File: config.mk
export PLATFORM = sky130hd
export DESIGN_NAME = fhi_top
export DESIGN_NICKNAME = d
export VERILOG_FILES = /design/src/fhi_top.v
export VERILOG_INCLUDE_DIRS = /design/src
export SDC_FILE = /design/constraint.sdc
export NUM_CORES = 1
export LEC_CHECK = 0
export BUFFER_PORTS_ARGS = -buffer_cell sky130_fd_sc_hd__buf_4
export CAP_MARGIN = 20
export CORE_ASPECT_RATIO = 2
export CORE_UTILIZATION = 49
export DETAILED_ROUTE_END_ITERATION = 10
export PLACE_DENSITY = 0.77
export SYNTH_ARGS = -nofsm -noshare
export SYNTH_HDL_FRONTEND = slang
export SYNTH_SLANG_ARGS = --single-unit
File: constraint.sdc
create_clock -name clk_i -period 2.6 [get_ports clk_i]
set_input_delay 0.13 -clock clk_i [delete_from_list [all_inputs] [get_ports clk_i]]
set_output_delay 0.13 -clock clk_i [all_outputs]
set_load 0.005 [all_outputs]
File: src/fhi_defines.vh
// Purpose: shared constants of the floppy host interface
// Assumes: 12-bit words; doc bit n sits at vector index 11-n
// Notes:   only definitions, no logic
`ifndef FHI_DEFINES_VH
`define FHI_DEFINES_VH

// Low octal digit of the 675x instruction codes
`define FHI_IOT_LOAD_CMD    3'h1
`define FHI_IOT_MOVE_WORD   3'h2
`define FHI_IOT_SKIP_WREQ   3'h3
`define FHI_IOT_SKIP_ERR    3'h4
`define FHI_IOT_SKIP_DONE   3'h5
`define FHI_IOT_IRQ_ENABLE  3'h6
`define FHI_IOT_INIT        3'h7

// Error-status word fields (vector index)
`define FHI_ST_CRC          0
`define FHI_ST_PARITY       1
`define FHI_ST_INIT_DONE    2
`define FHI_ST_DELETED      6
`define FHI_ST_READY        7
`define FHI_STATUS_RESET    12'h000

// AC bit 11 steers the interrupt enable
`define FHI_AC_IE_BIT       0
// Command word bit 6 selects 8-bit mode
`define FHI_CMD_MODE8_BIT   5

// Initialize sequence targets
`define FHI_SEEK_UNIT       1'h1
`define FHI_SEEK_TRACK      7'h00
`define FHI_READ_UNIT       1'h0
`define FHI_READ_TRACK      7'h01
`define FHI_READ_SECTOR     5'h01

// Timing
`define FHI_CLK_HZ          20000000
`define FHI_INIT_TIME_MS    1800

`endif

File: src/fhi_top.v
// Purpose: processor-side port of the floppy drive system with status,
//          flags and the initialize / power-return sequencer
// Assumes: processor and controller logic share clk_i; pwr_ok_i,
//          drive_ready_i and drv1_present_i are pins
// Notes:   skip/AC answers are one-cycle pulses one edge after the strobe
//
// Behaviour
// RULE_01 - Power loss unloads head, aborts, invalidates status
// RULE_02 - Power return: drop done, init, set done
// RULE_03 - Move-word transfers word; drive direction decides
// RULE_04 - Word width follows 8 or 12-bit mode
// RULE_05 - Move-word while not done tells drive proceed
// RULE_06 - Outgoing word leaves AC unchanged
// RULE_07 - Incoming word jams 12 bits or ORs 8
// RULE_08 - When done, move-word returns status word
// RULE_09 - Skip on word request, then clear it
// RULE_10 - Software tests word request before each transfer
// RULE_11 - Skip on error, then clear error flag
// RULE_12 - Setting error also sets done
// RULE_13 - Status word loaded at every function end
// RULE_14 - Bit 11 flags CRC failure
// RULE_15 - Parity error: bit 10, terminate, error+done
// RULE_16 - Bit 9 marks init done, hidden in read-status
// RULE_17 - Bit 5 marks deleted mark or write-deleted
// RULE_18 - Bit 4 means selected drive truly ready
// RULE_19 - Skip on done clears done; done interrupts
// RULE_20 - AC bit 11 enables or disables interrupt
// RULE_21 - Initialize: seek, read, zero status, done
// RULE_22 - Software retries CRC errors up to ten
// RULE_23 - Sector then track address requested by flag
// RULE_24 - Interrupt is done AND enable
`timescale 1ns/10ps
`include "fhi_defines.vh"

module fhi_top #(
  parameter integer INIT_CYC = `FHI_INIT_TIME_MS * (`FHI_CLK_HZ / 1000)
) (
  input  wire        clk_i,
  input  wire        reset_i,
  // Processor instruction side
  input  wire        iot_strobe_i,
  input  wire [2:0]  iot_code_i,
  input  wire [11:0] ac_i,
  output reg  [11:0] ac_o,
  output reg         ac_load_o,
  output reg         skip_o,
  output reg         irq_o,
  // Drive controller side
  input  wire        ctl_word_req_i,
  input  wire        ctl_dir_out_i,
  input  wire        ctl_word_load_i,
  input  wire [11:0] ctl_word_i,
  input  wire        ctl_fn_start_i,
  input  wire        ctl_clr_deleted_i,
  input  wire        ctl_fn_end_i,
  input  wire        ctl_read_status_i,
  input  wire        ctl_crc_err_i,
  input  wire        ctl_parity_err_i,
  input  wire        ctl_deleted_i,
  input  wire        ctl_fail_i,
  output reg         ctl_proceed_o,
  output reg         ctl_cmd_o,
  output reg         ctl_mode8_o,
  output reg         ctl_abort_o,
  output reg  [11:0] ifr_o,
  output reg  [11:0] status_o,
  output reg         status_valid_o,
  // Mechanism side
  input  wire        pwr_ok_i,
  input  wire        drive_ready_i,
  input  wire        drv1_present_i,
  input  wire        mech_done_i,
  input  wire        mech_ok_i,
  output reg         head_load_o,
  output reg         mech_seek_o,
  output reg         mech_read_o,
  output reg         mech_unit_o,
  output reg  [6:0]  mech_track_o,
  output reg  [4:0]  mech_sector_o
);

  localparam [2:0] S_IDLE  = 3'h0;
  localparam [2:0] S_SEEK  = 3'h1;
  localparam [2:0] S_SEEKW = 3'h2;
  localparam [2:0] S_READ  = 3'h3;
  localparam [2:0] S_READW = 3'h4;
  localparam [2:0] S_FIN   = 3'h5;

  reg  [1:0]  pwr_s_q;
  reg  [1:0]  rdy_s_q;
  reg  [1:0]  d1_s_q;
  reg         pwr_prev_q;
  reg         tr_q;
  reg         err_q;
  reg         done_q;
  reg         ie_q;
  reg  [2:0]  st_q;
  reg  [31:0] tmo_q;

  wire pwr_ok   = pwr_s_q[1];
  wire pwr_rise = pwr_ok & ~pwr_prev_q;
  wire iot      = iot_strobe_i & pwr_ok;
  // Maintenance mode is never entered by this port
  wire maint_q  = 1'b0;
  wire do_load  = iot & (iot_code_i == `FHI_IOT_LOAD_CMD);
  wire do_move  = iot & (iot_code_i == `FHI_IOT_MOVE_WORD) & ~maint_q;
  wire do_str   = iot & (iot_code_i == `FHI_IOT_SKIP_WREQ);
  wire do_ser   = iot & (iot_code_i == `FHI_IOT_SKIP_ERR);
  wire do_sdn   = iot & (iot_code_i == `FHI_IOT_SKIP_DONE);
  wire do_ie    = iot & (iot_code_i == `FHI_IOT_IRQ_ENABLE);
  wire do_init  = iot & (iot_code_i == `FHI_IOT_INIT);

  // RULE_08 status read-back
  wire to_ac    = done_q | ctl_dir_out_i;
  wire busy     = (st_q != S_IDLE);
  wire init_go  = do_init | pwr_rise;
  wire init_end = (st_q == S_FIN);
  wire timeout  = busy & (tmo_q >= INIT_CYC - 1);

  // Status word assembled at function end
  reg  [11:0] fn_status;
  always @* begin
    fn_status = status_o;
    // RULE_14 CRC bit
    if (ctl_crc_err_i)
      fn_status[`FHI_ST_CRC] = 1'b1;
    // RULE_15 parity bit
    if (ctl_parity_err_i)
      fn_status[`FHI_ST_PARITY] = 1'b1;
    // RULE_17 deleted mark
    if (ctl_deleted_i)
      fn_status[`FHI_ST_DELETED] = 1'b1;
    // RULE_18 ready bit
    fn_status[`FHI_ST_READY] = rdy_s_q[1];
  end

  // RULE_16 hidden from read-status
  wire [11:0] fn_word = ctl_read_status_i ?
                        (fn_status & ~(12'h001 << `FHI_ST_INIT_DONE)) : fn_status;
  wire fn_bad = ctl_crc_err_i | ctl_parity_err_i | ctl_fail_i;

  // Pin synchronisers
  always @(posedge clk_i or posedge reset_i) begin
    if (reset_i) begin
      pwr_s_q    <= 2'h0;
      rdy_s_q    <= 2'h0;
      d1_s_q     <= 2'h0;
      pwr_prev_q <= 1'b0;
    end else begin
      pwr_s_q    <= {pwr_s_q[0], pwr_ok_i};
      rdy_s_q    <= {rdy_s_q[0], drive_ready_i};
      d1_s_q     <= {d1_s_q[0], drv1_present_i};
      pwr_prev_q <= pwr_ok;
    end
  end

  // Flags: a set in the clearing cycle wins
  always @(posedge clk_i or posedge reset_i) begin
    if (reset_i) begin
      tr_q   <= 1'b0;
      err_q  <= 1'b0;
      done_q <= 1'b0;
      ie_q   <= 1'b0;
    end else if (!pwr_ok) begin
      tr_q   <= 1'b0;
      err_q  <= 1'b0;
      done_q <= 1'b0;
    end else begin
      // RULE_09 clear word request
      if (do_str)
        tr_q <= 1'b0;
      // RULE_23 address requests
      if (ctl_word_req_i)
        tr_q <= 1'b1;
      // RULE_11 clear error
      if (do_ser)
        err_q <= 1'b0;
      // RULE_19 clear done
      if (do_sdn)
        done_q <= 1'b0;
      // RULE_02 drop done first
      if (init_go)
        done_q <= 1'b0;
      if (ctl_fn_end_i | init_end)
        done_q <= 1'b1;
      // RULE_12 error forces done
      if ((ctl_fn_end_i & fn_bad) | timeout) begin
        err_q  <= 1'b1;
        done_q <= 1'b1;
      end
      // RULE_20 enable from AC 11
      if (do_ie)
        ie_q <= ac_i[`FHI_AC_IE_BIT];
    end
  end

  // Processor answers
  always @(posedge clk_i or posedge reset_i) begin
    if (reset_i) begin
      ac_o          <= 12'h000;
      ac_load_o     <= 1'b0;
      skip_o        <= 1'b0;
      irq_o         <= 1'b0;
      ctl_proceed_o <= 1'b0;
      ctl_cmd_o     <= 1'b0;
      ctl_mode8_o   <= 1'b0;
    end else begin
      ac_load_o     <= 1'b0;
      ctl_cmd_o     <= do_load;
      // RULE_05 proceed only while not done
      ctl_proceed_o <= do_move & ~done_q;
      skip_o        <= (do_str & tr_q) | (do_ser & err_q) | (do_sdn & done_q);
      // RULE_24 done AND enable
      irq_o         <= done_q & ie_q & pwr_ok;
      if (do_load)
        ctl_mode8_o <= ac_i[`FHI_CMD_MODE8_BIT];
      // RULE_03 direction from drive
      if (do_move & to_ac) begin
        ac_load_o <= 1'b1;
        // RULE_07 jam or OR
        if (ctl_mode8_o)
          ac_o <= {ac_i[11:8], ac_i[7:0] | ifr_o[7:0]};
        else
          ac_o <= ifr_o;
      end else begin
        // RULE_06 AC unchanged
        ac_o <= ac_i;
      end
    end
  end

  // Interface register and status word
  always @(posedge clk_i or posedge reset_i) begin
    if (reset_i) begin
      ifr_o    <= 12'h000;
      status_o <= `FHI_STATUS_RESET;
    end else if (pwr_ok) begin
      if (ctl_fn_start_i) begin
        status_o[`FHI_ST_CRC]    <= 1'b0;
        status_o[`FHI_ST_PARITY] <= 1'b0;
        if (ctl_clr_deleted_i)
          status_o[`FHI_ST_DELETED] <= 1'b0;
      end
      if (ctl_word_load_i)
        ifr_o <= ctl_word_i;
      // RULE_04 whole word kept, drive uses mode
      if (do_move & ~to_ac)
        ifr_o <= ac_i;
      if (do_load)
        ifr_o <= ac_i;
      // RULE_13 status at function end
      if (ctl_fn_end_i) begin
        status_o <= fn_word;
        ifr_o    <= fn_word;
      end
      // RULE_21 zero status on initialize
      if (init_go)
        status_o <= `FHI_STATUS_RESET;
      if (init_end | timeout) begin
        status_o <= {status_o[11:8], rdy_s_q[1], status_o[6:3],
                     init_end, status_o[1:0]};
        ifr_o    <= {status_o[11:8], rdy_s_q[1], status_o[6:3],
                     init_end, status_o[1:0]};
      end
    end
  end

  // Initialize / power-return sequencer
  always @(posedge clk_i or posedge reset_i) begin
    if (reset_i) begin
      st_q           <= S_IDLE;
      tmo_q          <= 32'h00000000;
      head_load_o    <= 1'b0;
      ctl_abort_o    <= 1'b0;
      status_valid_o <= 1'b0;
      mech_seek_o    <= 1'b0;
      mech_read_o    <= 1'b0;
      mech_unit_o    <= 1'b0;
      mech_track_o   <= 7'h00;
      mech_sector_o  <= 5'h00;
    end else if (!pwr_ok) begin
      // RULE_01 unload and abort
      st_q           <= S_IDLE;
      tmo_q          <= 32'h00000000;
      head_load_o    <= 1'b0;
      ctl_abort_o    <= 1'b1;
      status_valid_o <= 1'b0;
      mech_seek_o    <= 1'b0;
      mech_read_o    <= 1'b0;
    end else begin
      ctl_abort_o    <= init_go;
      status_valid_o <= 1'b1;
      mech_seek_o    <= 1'b0;
      mech_read_o    <= 1'b0;
      tmo_q          <= busy ? tmo_q + 32'h00000001 : 32'h00000000;
      if (timeout) begin
        st_q        <= S_IDLE;
        head_load_o <= 1'b0;
      end else begin
        case (st_q)
          S_IDLE: begin
            if (init_go) begin
              head_load_o <= 1'b1;
              // RULE_02 drive 1 only if present
              st_q <= d1_s_q[1] ? S_SEEK : S_READ;
            end
          end
          S_SEEK: begin
            mech_seek_o  <= 1'b1;
            mech_unit_o  <= `FHI_SEEK_UNIT;
            mech_track_o <= `FHI_SEEK_TRACK;
            st_q         <= S_SEEKW;
          end
          S_SEEKW: begin
            if (mech_done_i)
              st_q <= S_READ;
          end
          S_READ: begin
            mech_read_o   <= 1'b1;
            mech_unit_o   <= `FHI_READ_UNIT;
            mech_track_o  <= `FHI_READ_TRACK;
            mech_sector_o <= `FHI_READ_SECTOR;
            st_q          <= S_READW;
          end
          S_READW: begin
            // Failed read waits for the watchdog
            if (mech_done_i & mech_ok_i)
              st_q <= S_FIN;
          end
          S_FIN: begin
            st_q <= S_IDLE;
          end
          default: begin
            st_q <= S_IDLE;
          end
        endcase
      end
    end
  end

endmodule // fhi_top

==> flow_metrics.py, run 1 <==
metrics = {
    "floorplan": {
        "fp.dieW_um": 69.9,
        "dieArea_um2": 9640,
        "io_pins": 106,
        "core_um2": 8950,
        "die_h_um": 138,
        "initial_core_util_pct": 50.5,
        "fp-row-count": 49,
    },
    "global_routing": {
        "grt-ovfl-total": 0,
        "grt_pass1_wl_um": 17900,
        "top_usage_layer": "met2",
        "grt_use_met1_pct": 22.9,
        "grt_pass1_vias": 3760,
        "track_usage_pct": 24.2,
        "met3_usage_pct": 4.43,
        "grt_max_degree": 40,
        "grt_use_met2_pct": 46.8,
        "antenna_found_initial": 0,
    },
    "drt": {
        "ant_nets": 0,
        "vias": 3646,
        "wl_per_cell_um": 17.8,
        "totalWireLength_um": 11300,
        "drtIter0Drc": 271,
        "vias_per_cell": 5.72,
        "drtPass1Iterations": 4,
        "drcViolationCount": 0,
    },
    "timing": {
        "finalHoldViolations": 0,
        "period_share_pct": 91.2,
        "hold_ws_ns": 0.00777,
        "period_minus_slack_ns": 2.37,
        "fin_skew_ns": 0.00592,
        "worstMarginPinSlew_ns": 0.726,
        "max_clock_freq_ghz": 0.422,
        "rsz0062_at_grt": "no",
        "slew_violations": 0,
        "relSlewSlack_pct": 51.4,
        "tns_ns": 0,
        "setup_violations": 0,
    },
    "clock_tree": {
        "cts_resized": 0,
        "cts_buffer_depth": 2,
        "clkSlewWorstSetupHoldPaths_ns": 0.06,
        "cts.sinks": 91,
        "htree_levels": 3,
        "clk_latency_ns": 0.34,
        "cts_made_buffers": 9,
        "cts_root_buf": "clkbuf_16",
        "cts_tree": "done",
    },
    "layout": {
        "nets": 577,
        "final_common_cell": "buf_4",
        "finalInstanceArea_um2": 5580,
        "drive_gt1_share_pct": 26.9,
        "layout_common_cells": "99 x buf_4, 91 x dfrtp_1, 50 x nor2_1",
        "utilization_pct": 62.4,
        "num_antenna_cells": 0,
        "nFillCells": 751,
        "syn_to_final_growth_pct": 23.4,
    },
    "place": {
        "port_buffers": 91,
        "dpl_cell_area_um2": 5220,
        "hpwl_um": 8420,
        "gp_congestion": 0.854,
    },
    "logic_synthesis": {
        "ys.warnings.count": 0,
        "ys_types": 60,
        "synth_area_per_cell_um2": 10.4,
        "ys_seq_elements": 91,
        "yosysSeqAreaShare_pct": 50.3,
        "synthCells": 437,
        "synth_ff_type": "dfrtp_1",
        "synthArstFlopShare_pct": 100,
        "netlist_area_um2": 4520,
        "synth_edf_count": 0,
    },
    "pwr": {
        "p_total_uw": 3720,
        "p_leak_uw": 0.00263,
        "power_density_nw_per_um2": 667,
        "ir_drop_mv": 0.382,
    },
    "run_status": {
        "outcome": "finished, final reports clean",
    },
    "worst_setup_path": {
        "cp.arrival_ns": 2.60,
        "path_max_fanout": 8,
        "critical_path_required_ns": 2.83,
        "end_kind": "register",
        "crit_type": "register to register",
        "startpoint_type": "register",
    },
    "flow_run": {
        "max-cap-violations": 0,
    },
    "hold_path": {
        "hold_class": "primary input to register",
    },
}
==> flip-flops by register name, indices dropped and copies added, names as in the netlist, 2 cells and up <==
| name | cells |
|---|---|
| ifr_o | 12 |
| tmo_q | 32 |
| d1_s_q | 2 |
| status_o | 8 |
| ac_o | 12 |
| pwr_s_q | 2 |
| rdy_s_q | 2 |
| st_q | 3 |
==> final timing paths <==
kind	from	end	slack (ns)	depth (start not counted)
max in group asynchronous	reset_i	d1_s_q[0]	1.32	4
worst min-delay path	ac_i[6]	ac_o[6]	0.008	2
worst max register to register	tmo_q[0]	ifr_o[0]	0.23	7
worst max-delay path	tmo_q[0]	ifr_o[0]	0.23	7
worst min register to register	d1_s_q[0]	d1_s_q[1]	0.35	0
min in group asynchronous	reset_i	tmo_q[7]	0.42	3
==> synthesized netlist by cell type (9+ instances only) <==
cell,count,share of area [%]
inv_1,20,1.7
nand3_1,16,1.8
a21oi_1,20,2.2
nand2_1,28,2.3
clkbuf_1,9,0.75
xor2_1,16,3.1
nor2_1,50,4.1
nand4_1,15,2.1
dfrtp_1,91,50
mux2_2,11,2.7
o21ai_0,11,1.2
mux2i_1,9,2.0
buf_4,20,3.3
==> worst max-delay path: stages (launching register included) <==
cell and delay [ns]:
dfrtp_1 0.40, ha_1 0.22, nand3_1 0.12, o211ai_1 0.46, nand4_4 0.22, nand3_2 0.21, mux2_2 0.36, mux2_4 0.26
==> what timing repair did <==
item / in CTS / in global routing
setup endpoints to repair: 0 / 0
hold endpoints to repair: 40 / 0
setup buffers: 0 / 0
hold buffers: 4 / 0
==> per-stage QoR <==
stage / setup slack [ns] / std cells
floorplan: 0.106 / 450
global placement: 0.393 / 617
detailed placement: 0.295 / 617
CTS: 0.261 / 637
global route: 0.111 / 637
finish: 0.229 / 637
==> area by class of cell <==
| class | instances | area (µm²) | area share [%] |
|---|---|---|---|
| sequential | 91 | 2280 | 40.8 |
| multi-input combinational | 305 | 1990 | 35.7 |
| timing repair buffer | 103 | 783 | 14.0 |
| clock buffer | 10 | 239 | 4.28 |
| tap | 102 | 128 | 2.29 |
| clock inverter | 6 | 87.6 | 1.57 |
| inverter | 20 | 76.3 | 1.37 |
==> kinds of logic after synthesis <==
family | Yosys count | synth area share, %
compound gates | 79 | 13.1
fa+ha+maj | 1 | 0.277
flops | 91 | 50.3
buf+inv | 54 | 6.69
mux | 22 | 5.39
other cells | 1 | 0.0829
simple gates | 165 | 19.5
xor+xnor | 24 | 4.65
==> routing by layer <==
| metal | vias up | wire length (µm) |
|---|---|---|
| met2 | 132 | 6480 |
| met3 | 33 | 508 |
| met1 | 1777 | 3860 |
| li1 | 1704 | - |
| met5 | - | 0 |
| met4 | 0 | 483 |
==> power breakdown <==
group,internal [µW],switching (µW)
registers,1540,124
clock network,870,558
logic,320,314
total,2730,995
Note: power is estimated with default switching activity, not from simulation.
==> run 2, diff against run 1 <==
- REMOVE_ABC_BUFFERS: unset -> 1
==> flow_metrics.py, run 2 (synthesis results as in run 1) <==
metrics = {
    "hold_path": {
        "hold_class": "primary input to register",
    },
    "timing": {
        "setup_violations": 0,
        "tns_ns": 0,
        "period_minus_slack_ns": 2.37,
        "finalHoldViolations": 0,
        "worstMarginPinSlew_ns": 0.668,
        "max_clock_freq_ghz": 0.422,
        "relSlewSlack_pct": 55.3,
        "slew_violations": 0,
        "setup_slack_ns": 0.231,
        "fin_skew_ns": 0.00589,
        "rsz0062_at_grt": "no",
        "period_share_pct": 91.1,
    },
    "layout": {
        "layout_common_cells": "98 x buf_4, 91 x dfrtp_1, 50 x nor2_1",
        "num_antenna_cells": 0,
        "stdcell_count": 637,
        "largest_register_ffs": 32,
        "nets": 577,
        "syn_to_final_growth_pct": 23.7,
        "nFillCells": 759,
        "reg_top3": "tmo_q (32), ac_o (12), ifr_o (12)",
        "drive_gt1_share_pct": 26.9,
        "final_common_cell": "buf_4",
        "top_register": "tmo_q",
    },
    "floorplan": {
        "dieArea_um2": 9640,
        "io_pins": 106,
        "initial_core_util_pct": 50.5,
        "die_h_um": 138,
        "fp.dieW_um": 69.9,
        "core_um2": 8950,
        "fp-row-count": 49,
    },
    "place": {
        "hpwl_um": 8030,
        "gp_congestion": 0.853,
        "dp_cells": 617,
        "port_buffers": 91,
        "pre_cts_ws_ns": 0.281,
    },
    "clock_tree": {
        "cts_hold_repair.buffers": 4,
        "cts_buffer_depth": 2,
        "cts_root_buf": "clkbuf_16",
        "cts_made_buffers": 9,
        "clkSlewWorstSetupHoldPaths_ns": 0.06,
        "htree_levels": 3,
        "post-cts-setup-buffers": 0,
        "cts_resized": 0,
        "cts.sinks": 91,
        "cts_tree": "done",
        "clk_latency_ns": 0.35,
    },
    "worst_setup_path": {
        "path_max_fanout": 8,
        "end_kind": "register",
        "cp.arrival_ns": 2.60,
        "crit_slowest_cell": "o211ai_1",
        "startpoint_type": "register",
        "critical_path_required_ns": 2.83,
        "path_buf_inv": 0,
        "critical_path.top_delay_family": "multiplexers",
        "critPathMaxStageDelay_ns": 0.47,
        "cp_cell_sequence": "ha_1, nand3_1, o211ai_1, nand4_4, nand3_2, mux2_2, mux2_4",
        "crit_type": "register to register",
    },
    "run_status": {
        "outcome": "finished, final reports clean",
    },
    "drt": {
        "vias": 3636,
        "vias_per_cell": 5.71,
        "ant_nets": 0,
        "wl_per_cell_um": 16.9,
        "drtPass1Iterations": 4,
        "drtIter0Drc": 233,
        "totalWireLength_um": 10800,
        "drcViolationCount": 0,
    },
    "global_routing": {
        "grt_pass1_vias": 3654,
        "grt_pass1_wl_um": 17300,
        "grt_max_degree": 72,
        "track_usage_pct": 23.3,
        "grt-ovfl-total": 0,
        "antenna_found_initial": 0,
    },
    "pwr": {
        "ir_drop_mv": 0.404,
        "power_density_nw_per_um2": 665,
        "p_total_uw": 3720,
        "p_leak_uw": 0.00264,
    },
    "flow_run": {
        "max-cap-violations": 0,
    },
}
## run 2: metrics by stage
step / hold WS (ns) / util (%) / cell area, µm²
6_report: 0.0126 / 62.5 / 5600
5_1_grt: 0.00642 / 62.5 / 5600
4_1_cts: 0.00551 / 62.5 / 5600
3_5_place_dp: 0.130 / 58.4 / 5230
3_3_place_gp: 0.125 / 58.4 / 5230
2_1_floorplan: 0.161 / - / 4350
## run 2: area by class of cell
cell class | count | area, µm² | area share, %
repair buffers | 103 | 796 | 14.2
multi-input cells | 305 | 1990 | 35.6
inverters | 20 | 76.3 | 1.36
well taps | 102 | 128 | 2.28
clock inverters | 5 | 75.1 | 1.34
clock buffers | 11 | 253 | 4.51
flip-flops and latches | 91 | 2280 | 40.7
## run 2: final timing paths
path                       startpoint  depth (start not counted)  slack [ns]    endpoint
setup reg to reg             tmo_q[0]                          7        0.23    ifr_o[0]
min in group asynchronous     reset_i                          3        0.31       err_q
hold reg to reg            rdy_s_q[0]                          0        0.35  rdy_s_q[1]
setup / recovery             tmo_q[0]                          7        0.23    ifr_o[0]
max in group asynchronous     reset_i                          4        1.58     st_q[0]
hold / removal                ac_i[2]                          2        0.01     ac_o[2]
## run 2: where the power goes
part | internal [µW] | switching (µW)
registers | 1540 | 126
clock network | 889 | 534
logic | 322 | 311
## run 2: routing by layer
layer	track usage (%)	vias to the layer above	routed length (µm)
met3	5.01	36	483
met4	15.1	0	454
li1	-	1708	-
met5	0	-	0
met1	23.5	1774	3890
met2	42.7	118	5970
